[config.mk]
export PLATFORM = sky130hd
export DESIGN_NAME = elic_device_flat
export DESIGN_NICKNAME = d
export VERILOG_FILES = /design/src/common/elic_pkg.sv /design/src/common/elic_if.sv /design/src/verilog/elic_device.sv /design/src/flat_wrapper.sv
export SDC_FILE = /design/constraint.sdc
export NUM_CORES = 1
export LEC_CHECK = 0
export BUFFER_PORTS_ARGS = -buffer_cell sky130_fd_sc_hd__buf_4
export CORE_MARGIN = 2
export CORE_UTILIZATION = 40
export DETAILED_ROUTE_END_ITERATION = 10
export GPL_ROUTABILITY_DRIVEN = 0
export GPL_TIMING_DRIVEN = 0
export PLACE_DENSITY = 0.58
export SLEW_MARGIN = 30
export SYNTH_ARGS = -nofsm -noshare
export SYNTH_HDL_FRONTEND = slang
export SYNTH_SLANG_ARGS = --single-unit
[constraint.sdc]
create_clock -name clk -period 3.8 [get_ports clk]
set_input_delay 0.57 -clock clk [delete_from_list [all_inputs] [get_ports clk]]
set_output_delay 0.57 -clock clk [all_outputs]
set_load 0.03 [all_outputs]
[src/common/elic_pkg.sv]
package elic_pkg;
    // i/o map of the controller pair
    localparam logic [15:0] MASTER_CMD_ADDR  = 16'h0020;
    localparam logic [15:0] MASTER_DATA_ADDR = 16'h0021;
    localparam logic [15:0] SLAVE_CMD_ADDR   = 16'h00a0;
    localparam logic [15:0] SLAVE_DATA_ADDR  = 16'h00a1;
    localparam logic [15:0] PROG_LATCH_ADDR  = 16'h0500;
    // positive-edge sharing reset ports: high nibbles of 02fx and 06fx
    localparam logic [11:0] SHARE_RST_A      = 12'h02f;
    localparam logic [11:0] SHARE_RST_B      = 12'h06f;
    // command bytes on the command port
    localparam logic [7:0]  CMD_END_NONSPEC  = 8'h20;
    localparam logic [4:0]  CMD_END_SPEC_HI  = 5'h0c;
    localparam logic [7:0]  CMD_READ_IRR     = 8'h0a;
    localparam logic [7:0]  CMD_READ_ISR     = 8'h0b;
    // vectors
    localparam logic [7:0]  MASTER_VEC_BASE  = 8'h08;
    localparam logic [7:0]  SLAVE_VEC_BASE   = 8'h70;
    localparam logic [7:0]  VEC_REPLACEMENT  = 8'h71;
    localparam logic [7:0]  VEC_LEGACY       = 8'h0a;
    // input numbering
    localparam int          CASCADE_IN       = 2;
    localparam int          LEGACY_IN        = 2;
    localparam int          REPLACEMENT_IN   = 9;
    // reset values and defaults
    localparam logic [15:0] MASK_RST         = 16'h0000;
    localparam logic [15:0] LEVEL_MASK_DEF   = 16'h1c00;
    // handler i/o delay
    localparam int          CLK_PERIOD_NS    = 10;
    localparam int          IO_DELAY_NS      = 1000;
    localparam int          IO_DELAY_CYC     = (IO_DELAY_NS + CLK_PERIOD_NS - 1) / CLK_PERIOD_NS;
endpackage : elic_pkg

[src/common/elic_if.sv]
`timescale 1ns/1ps
interface elic_if (
    input wire logic clk,
    input wire logic rst_b
);
    logic        io_valid;
    logic        io_write;
    logic [15:0] io_addr;
    logic [7:0]  io_wdata;
    logic [7:0]  io_rdata;
    logic        io_rvalid;
    logic        int_req;
    logic        int_ack;
    logic        ack_valid;
    logic [7:0]  ack_vector;

    modport dev (
        input  clk,
        input  rst_b,
        input  io_valid,
        input  io_write,
        input  io_addr,
        input  io_wdata,
        output io_rdata,
        output io_rvalid,
        output int_req,
        input  int_ack,
        output ack_valid,
        output ack_vector
    );

    modport cpu (
        input  clk,
        input  rst_b,
        output io_valid,
        output io_write,
        output io_addr,
        output io_wdata,
        input  io_rdata,
        input  io_rvalid,
        input  int_req,
        output int_ack,
        input  ack_valid,
        input  ack_vector
    );
endinterface : elic_if

[src/verilog/elic_device.sv]
// Operation
// [RQ1] local bus inputs level, expansion inputs edge
// [RQ2] end-of-interrupt clears in-service regardless of request
// [RQ3] still-asserted level input pends again after clear
// [RQ4] handler removes level source before end-of-interrupt
// [RQ5] clear, delay, end-of-interrupt, delay, then enable
// [RQ6] readable in-progress latch, read or explicit clear
// [RQ7] legacy shared line feeds slave replacement input
// [RQ8] replacement handler clears slave, chains legacy vector
// [RQ9] legacy handler withdraws request before master clear
// [RQ10] sharing reset port accesses change nothing
// [RQ11] classic cascaded command and status organisation
// [RQ12] non-specific clear drops highest-priority in-service bit
`timescale 1ns/1ps
module elic_device #(
    parameter logic [15:0] LEVEL_MASK       = elic_pkg::LEVEL_MASK_DEF,
    parameter bit          PROG_CLR_ON_READ = 1'b1
) (
    elic_if.dev              bus,
    input  wire logic [15:0] req_in,
    output logic [15:0]      in_service
);
    typedef struct packed {
        logic [15:0] irr;
        logic [15:0] isr;
        logic [15:0] imr;
        logic [15:0] req_prev;
        logic [1:0]  sel_isr;
        logic        prog;
        logic [7:0]  rdata;
        logic        rvalid;
        logic        int_req;
        logic        ack_valid;
        logic [7:0]  vector;
    } elic_dev_s;

    elic_dev_s r_reg;
    elic_dev_s r_next;

    // {found, index} of the highest-priority (lowest numbered) set bit
    function automatic logic [3:0] elic_pick(input logic [7:0] v);
        logic [3:0] res;
        res = 4'h0;
        for (int i = 7; i >= 0; i--)
        begin
            if (v[i])
            begin
                res = {1'b1, 3'(i)};
            end
        end
        return res;
    endfunction : elic_pick

    // levels that may still interrupt above the highest one in service
    function automatic logic [7:0] elic_above(input logic [3:0] p);
        logic [7:0] m;
        m = 8'hff;
        if (p[3])
        begin
            m = (8'h01 << p[2:0]) - 8'h01;
        end
        return m;
    endfunction : elic_above

    logic [15:0] eff_req;
    logic [3:0]  s_isr_p;
    logic [3:0]  s_cand;
    logic [3:0]  m_isr_p;
    logic [3:0]  m_cand;
    logic [7:0]  m_pend;
    logic        half;
    logic [7:0]  isr8;
    logic [3:0]  isr8_p;

    always_comb
    begin
        r_next = r_reg;
        r_next.rvalid = 1'b0;
        r_next.ack_valid = 1'b0;
        half = 1'b0;
        isr8 = 8'h00;
        isr8_p = 4'h0;

        eff_req = req_in;
        eff_req[elic_pkg::REPLACEMENT_IN] = req_in[elic_pkg::REPLACEMENT_IN]
                                          | req_in[elic_pkg::LEGACY_IN]; // RQ7
        // master input 2 carries the slave cascade, not a pin
        eff_req[elic_pkg::CASCADE_IN] = 1'b0; // RQ11
        r_next.req_prev = eff_req;

        // fully nested priority, slave stands in at master level 2
        s_isr_p = elic_pick(r_reg.isr[15:8]);
        s_cand  = elic_pick(r_reg.irr[15:8] & ~r_reg.imr[15:8] & elic_above(s_isr_p));
        m_pend  = r_reg.irr[7:0] & ~r_reg.imr[7:0];
        m_pend[elic_pkg::CASCADE_IN] = s_cand[3] & ~r_reg.imr[elic_pkg::CASCADE_IN];
        m_isr_p = elic_pick(r_reg.isr[7:0]);
        m_cand  = elic_pick(m_pend & elic_above(m_isr_p));

        if (bus.io_valid)
        begin
            if (bus.io_write)
            begin
                if (bus.io_addr == elic_pkg::MASTER_CMD_ADDR
                    || bus.io_addr == elic_pkg::SLAVE_CMD_ADDR) // RQ11
                begin
                    half = (bus.io_addr == elic_pkg::SLAVE_CMD_ADDR);
                    isr8 = half ? r_reg.isr[15:8] : r_reg.isr[7:0];
                    isr8_p = elic_pick(isr8);
                    // clearing ignores whether the request is still there
                    if (bus.io_wdata == elic_pkg::CMD_END_NONSPEC && isr8_p[3]) // RQ2
                    begin
                        isr8[isr8_p[2:0]] = 1'b0; // RQ12
                    end
                    else if (bus.io_wdata[7:3] == elic_pkg::CMD_END_SPEC_HI)
                    begin
                        isr8[bus.io_wdata[2:0]] = 1'b0; // RQ2
                    end
                    else if (bus.io_wdata == elic_pkg::CMD_READ_IRR)
                    begin
                        r_next.sel_isr[half] = 1'b0;
                    end
                    else if (bus.io_wdata == elic_pkg::CMD_READ_ISR)
                    begin
                        r_next.sel_isr[half] = 1'b1;
                    end
                    if (half)
                    begin
                        r_next.isr[15:8] = isr8;
                    end
                    else
                    begin
                        r_next.isr[7:0] = isr8;
                    end
                end
                else if (bus.io_addr == elic_pkg::MASTER_DATA_ADDR)
                begin
                    r_next.imr[7:0] = bus.io_wdata;
                end
                else if (bus.io_addr == elic_pkg::SLAVE_DATA_ADDR)
                begin
                    r_next.imr[15:8] = bus.io_wdata;
                end
                else if (bus.io_addr == elic_pkg::PROG_LATCH_ADDR && !PROG_CLR_ON_READ)
                begin
                    r_next.prog = 1'b0; // RQ6
                end
                // any other address, sharing reset ports included, is ignored
            end
            else
            begin
                r_next.rvalid = 1'b1;
                unique case (bus.io_addr)
                    elic_pkg::MASTER_CMD_ADDR:
                        r_next.rdata = r_reg.sel_isr[0] ? r_reg.isr[7:0] : r_reg.irr[7:0];
                    elic_pkg::SLAVE_CMD_ADDR:
                        r_next.rdata = r_reg.sel_isr[1] ? r_reg.isr[15:8] : r_reg.irr[15:8];
                    elic_pkg::MASTER_DATA_ADDR:
                        r_next.rdata = r_reg.imr[7:0];
                    elic_pkg::SLAVE_DATA_ADDR:
                        r_next.rdata = r_reg.imr[15:8];
                    elic_pkg::PROG_LATCH_ADDR:
                    begin
                        r_next.rdata = {7'h00, r_reg.prog}; // RQ6
                        if (PROG_CLR_ON_READ)
                        begin
                            r_next.prog = 1'b0; // RQ6
                        end
                    end
                    default:
                        r_next.rdata = 8'h00; // RQ10
                endcase
            end
        end

        // acknowledge: later than the i/o clears, so a new latch set wins
        if (bus.int_ack)
        begin
            r_next.ack_valid = 1'b1;
            r_next.prog = 1'b1; // RQ6
            if (m_cand[3] && m_cand[2:0] == 3'(elic_pkg::CASCADE_IN))
            begin
                r_next.isr[elic_pkg::CASCADE_IN] = 1'b1;
                r_next.isr[8 + int'(s_cand[2:0])] = 1'b1;
                r_next.irr[8 + int'(s_cand[2:0])] = 1'b0;
                r_next.vector = elic_pkg::SLAVE_VEC_BASE + {5'h00, s_cand[2:0]};
            end
            else if (m_cand[3])
            begin
                r_next.isr[m_cand[2:0]] = 1'b1;
                r_next.irr[m_cand[2:0]] = 1'b0;
                r_next.vector = elic_pkg::MASTER_VEC_BASE + {5'h00, m_cand[2:0]};
            end
            else
            begin
                // request vanished before the acknowledge: spurious level 7
                r_next.vector = elic_pkg::MASTER_VEC_BASE + 8'h07;
            end
        end

        // request capture after the acknowledge clear, so a new edge survives
        for (int i = 0; i < 16; i++)
        begin
            if (LEVEL_MASK[i])
            begin
                // a level still high after the clear pends again at once
                r_next.irr[i] = eff_req[i]; // RQ1 RQ3
            end
            else if (eff_req[i] && !r_reg.req_prev[i])
            begin
                r_next.irr[i] = 1'b1; // RQ1
            end
        end
        r_next.irr[elic_pkg::CASCADE_IN] = 1'b0;

        r_next.int_req = m_cand[3] & ~bus.int_ack;
    end

    always_ff @(posedge bus.clk)
    begin
        if (!bus.rst_b)
        begin
            r_reg <= '0;
            r_reg.imr <= elic_pkg::MASK_RST;
        end
        else
        begin
            r_reg <= r_next;
        end
    end

    assign bus.io_rdata   = r_reg.rdata;
    assign bus.io_rvalid  = r_reg.rvalid;
    assign bus.int_req    = r_reg.int_req;
    assign bus.ack_valid  = r_reg.ack_valid;
    assign bus.ack_vector = r_reg.vector;
    assign in_service     = r_reg.isr;
endmodule : elic_device

[src/flat_wrapper.sv]
// flat-port wrapper written by rule: the top's interface ports become plain ports
module elic_device_flat 
#(
    parameter logic [15:0] LEVEL_MASK       = elic_pkg::LEVEL_MASK_DEF,
    parameter bit          PROG_CLR_ON_READ = 1'b1
)
  (req_in, in_service, clk, rst_b, bus_io_valid, bus_io_write, bus_io_addr, bus_io_wdata, bus_io_rdata, bus_io_rvalid, bus_int_req, bus_int_ack, bus_ack_valid, bus_ack_vector);
  elic_if bus_i (.clk(clk), .rst_b(rst_b));
  input  wire logic [15:0] req_in;
  output logic [15:0] in_service;
  input wire logic clk;
  input wire logic rst_b;
  input wire logic [$bits(bus_i.io_valid)-1:0] bus_io_valid;
  input wire logic [$bits(bus_i.io_write)-1:0] bus_io_write;
  input wire logic [$bits(bus_i.io_addr)-1:0] bus_io_addr;
  input wire logic [$bits(bus_i.io_wdata)-1:0] bus_io_wdata;
  output wire logic [$bits(bus_i.io_rdata)-1:0] bus_io_rdata;
  output wire logic [$bits(bus_i.io_rvalid)-1:0] bus_io_rvalid;
  output wire logic [$bits(bus_i.int_req)-1:0] bus_int_req;
  input wire logic [$bits(bus_i.int_ack)-1:0] bus_int_ack;
  output wire logic [$bits(bus_i.ack_valid)-1:0] bus_ack_valid;
  output wire logic [$bits(bus_i.ack_vector)-1:0] bus_ack_vector;
  assign bus_i.io_valid = bus_io_valid;
  assign bus_i.io_write = bus_io_write;
  assign bus_i.io_addr = bus_io_addr;
  assign bus_i.io_wdata = bus_io_wdata;
  assign bus_io_rdata = bus_i.io_rdata;
  assign bus_io_rvalid = bus_i.io_rvalid;
  assign bus_int_req = bus_i.int_req;
  assign bus_i.int_ack = bus_int_ack;
  assign bus_ack_valid = bus_i.ack_valid;
  assign bus_ack_vector = bus_i.ack_vector;
  elic_device #(.LEVEL_MASK(LEVEL_MASK), .PROG_CLR_ON_READ(PROG_CLR_ON_READ)) u_core (.bus(bus_i), .req_in(req_in), .in_service(in_service));
endmodule
==> impl_metrics.json <==
{
  "largest_register_ffs": 44,
  "slew_viol_final": 0,
  "slew_headroom_pct": 39.00,
  "instances_no_fill": 794,
  "cts_tree": "done",
  "synth_top_area_share_pct": 33.57,
  "synth_cell_types": 78,
  "postSynth.asyncResetShare_pct": 0,
  "io_pins": 80,
  "yosys.area.top_type": "dfxtp_1",
  "power_frac_clock_pct": 33.0,
  "clock_skew_ns": 0.01021,
  "cts.path.max_buffers": 2,
  "antenna_left": 0,
  "nets": 694,
  "wirelength_mm": 14.99,
  "setup_slack_ns": 0.2920,
  "p_int_mw": 1.837,
  "htreeDepth": 3,
  "dp_cells": 779,
  "synth.net_count": 607,
  "setup_viol": 0,
  "drt_iter0_drc": 335,
  "drt-pass1-iter-count": 5,
  "hpwl_mm": 11.61,
  "yosysSeqAreaShare_pct": 33.57,
  "tightest_slew_ns": 0.9055,
  "numCtsBuffers": 9,
  "avgSynthCellArea_sq_um": 8.307,
  "die_h_um": 111.8,
  "hold_slack_ns": 0.4258,
  "crit_arrival_ns": 3.79,
  "antenna_cells": 0,
  "grt_pass1_vias": 4365,
  "insertion_delay_ns": 0.34,
  "start_kind": "flip-flop",
  "stdcell_area_sq_mm": 0.005728,
  "path_max_fanout": 9,
  "fp.dieW_um": 111.8,
  "p_leak_nw": 2.300,
  "syn_area_sq_mm": 0.004652,
  "synthMuxAreaShare_pct": 8.015,
  "grt_pass1_wl_mm": 23.88,
  "cts.clk_slew.worst_paths_ns": 0.06,
  "rows": 39,
  "grt_start_max_net_pins": 14,
  "vias_per_cell": 5.767,
  "outcome": "finished clean",
  "grt_antenna_before_repair": 0,
  "die_area_sq_mm": 0.01251,
  "synthMostInstantiatedCell": "dfxtp_1",
  "wire_per_inst_um": 18.87,
  "vias": 4579,
  "grt_setup_unrepaired": "false",
  "setup_tns_ns": 0,
  "synth_area_leaders": "dfxtp_1 34%, mux2i_1 7.5%, nor2_1 5.2%",
  "layout_min_cycle_time_ns": 3.508,
  "critPathKind": "flip-flop to flip-flop",
  "synthAdderAreaFrac_pct": 0.5379,
  "clock-sinks": 78,
  "ir_drop_v": 0.0002804,
  "synth_edf_count": 0,
  "p_sw_share_pct": 34.05,
  "finalHoldViolCount": 0,
  "crit_required_ns": 4.08,
  "synth_simple_gate_area_share_pct": 27.22,
  "finalCritPeriodShare_pct": 92.32,
  "placed_area_sq_mm": 0.005401,
  "io_buffers": 76,
  "synth_top_family_by_area": "simple AND/OR/NAND/NOR gates",
  "p_seq_share_pct": 33.4,
  "overflow": 0,
  "synth_compound_area_share_pct": 21.38,
  "root_buffer": "clkbuf_16",
  "place_ws_ns": 0.2562,
  "drive_gt1_share_pct": 25.50,
  "clock.fmax_mhz": 285.1,
  "endpoint_kind": "flip-flop",
  "drc": 0,
  "netlist_instances": 560,
  "yosysWarnings": 0,
  "ys_ff_latch": 78,
  "synthTopCellsByCount": "78 x dfxtp_1, 65 x nor2_1, 45 x nand2_1",
  "pwr-share-comb_pct": 33.6,
  "hp-class": "flip-flop to flip-flop",
  "track_usage_pct": 24.23,
  "start_util_pct": 40.92,
  "core_sq_mm": 0.01137,
  "power.density_mw_per_mm2": 486.2,
  "synth_xor_area_share_pct": 0,
  "drv_cap": 0,
  "area_growth_pct": 23.13,
  "p_sw_uw": 948.2,
  "cts_setup_buffers": 0,
  "synth-main-ff-cell": "dfxtp_1"
}
-- power groups by stage --
stage               combinational [mW]  sequential, mW  clock, mW
global route                      1.01           0.937      0.969
global placement                 0.900           0.945          0
floorplan                        0.675           0.927          0
finish                           0.937           0.930      0.918
CTS                              0.921           0.928      0.927
detailed placement               0.914           0.945          0
-- logic make-up (layout without fill, tap and decap cells) --
kind of cell,count (synthesis),after routing
DFF,78,78
AOI/OAI and AO/OA,133,133
buffers and inverters,76,167
other,1,1
muxes,37,37
adders and majority gates,2,2
and+or+nand+nor,233,233
-- what timing repair did --
item	in CTS	in global routing
resized for setup	0	2
hold buffers	0	0
endpoints found under the hold margin	0	0
setup endpoints to repair	0	6
-- layer usage --
layer / up-vias / routed length, um / global-route usage [%]
met4: 0 / 615 / 9.959
li1: 2192 / - / -
met3: 37 / 1145 / 4.246
met2: 232 / 6526 / 36.93
met5: - / 0 / 0
met1: 2118 / 6697 / 33.91
-- worst paths after layout --
check                                           start              endpoint  slack, ns  depth (start not counted)
worst max-delay path            u_core.in_service[14]  u_core.in_service[5]       0.29                         10
worst min-delay path                 u_core.r_reg[27]      u_core.r_reg[75]       0.43                          1
worst max register to register  u_core.in_service[14]  u_core.in_service[5]       0.29                         10
worst min register to register       u_core.r_reg[27]      u_core.r_reg[75]       0.43                          1
-- layout make-up --
type	instances	area, sq um
clock inverter	6	86.33
clock buffer	9	225.2
timing repair buffer	76	570.5
inverter	16	60.06
buffer	60	367.9
tap	143	178.9
fill	1101	5642
sequential	78	1562
multi-input combinational	406	2678
-- metrics by stage --
stage	util (%)	power, mW
2_1_floorplan	-	1.602
3_3_place_gp	47.51	1.845
3_5_place_dp	47.51	1.859
4_1_cts	50.25	2.776
5_1_grt	50.38	2.920
6_report	50.38	2.785
-- worst max-delay path, cell delays in order (launching register included) --
cell      delay (ns)
dfxtp_1         0.44
nor4_4          0.44
a21oi_1         0.12
ha_1            0.31
nor4bb_1        0.19
a32o_2          0.26
a311oi_2        0.50
a41oi_4         0.24
or2_4           0.33
nor4_2          0.42
o31a_1          0.19
-- layout by cell type (no fill, tap or decap), types with 7 or more instances in the layout --
cell / n
clkbuf_16: 9
nand2b_1: 11
nand4_1: 8
mux2i_1: 35
a221oi_1: 8
nand2_1: 45
and2_1: 17
nand3_1: 11
nor2_1: 65
a2bb2oi_1: 7
nor3_1: 13
a21oi_1: 27
dfxtp_1: 78
clkbuf_1: 16
o22ai_1: 12
nor3b_1: 8
nor2b_1: 12
buf_4: 108
nor4_1: 9
inv_1: 15
o21ai_0: 19
No activity file was read; power rests on OpenSTA's default activity.
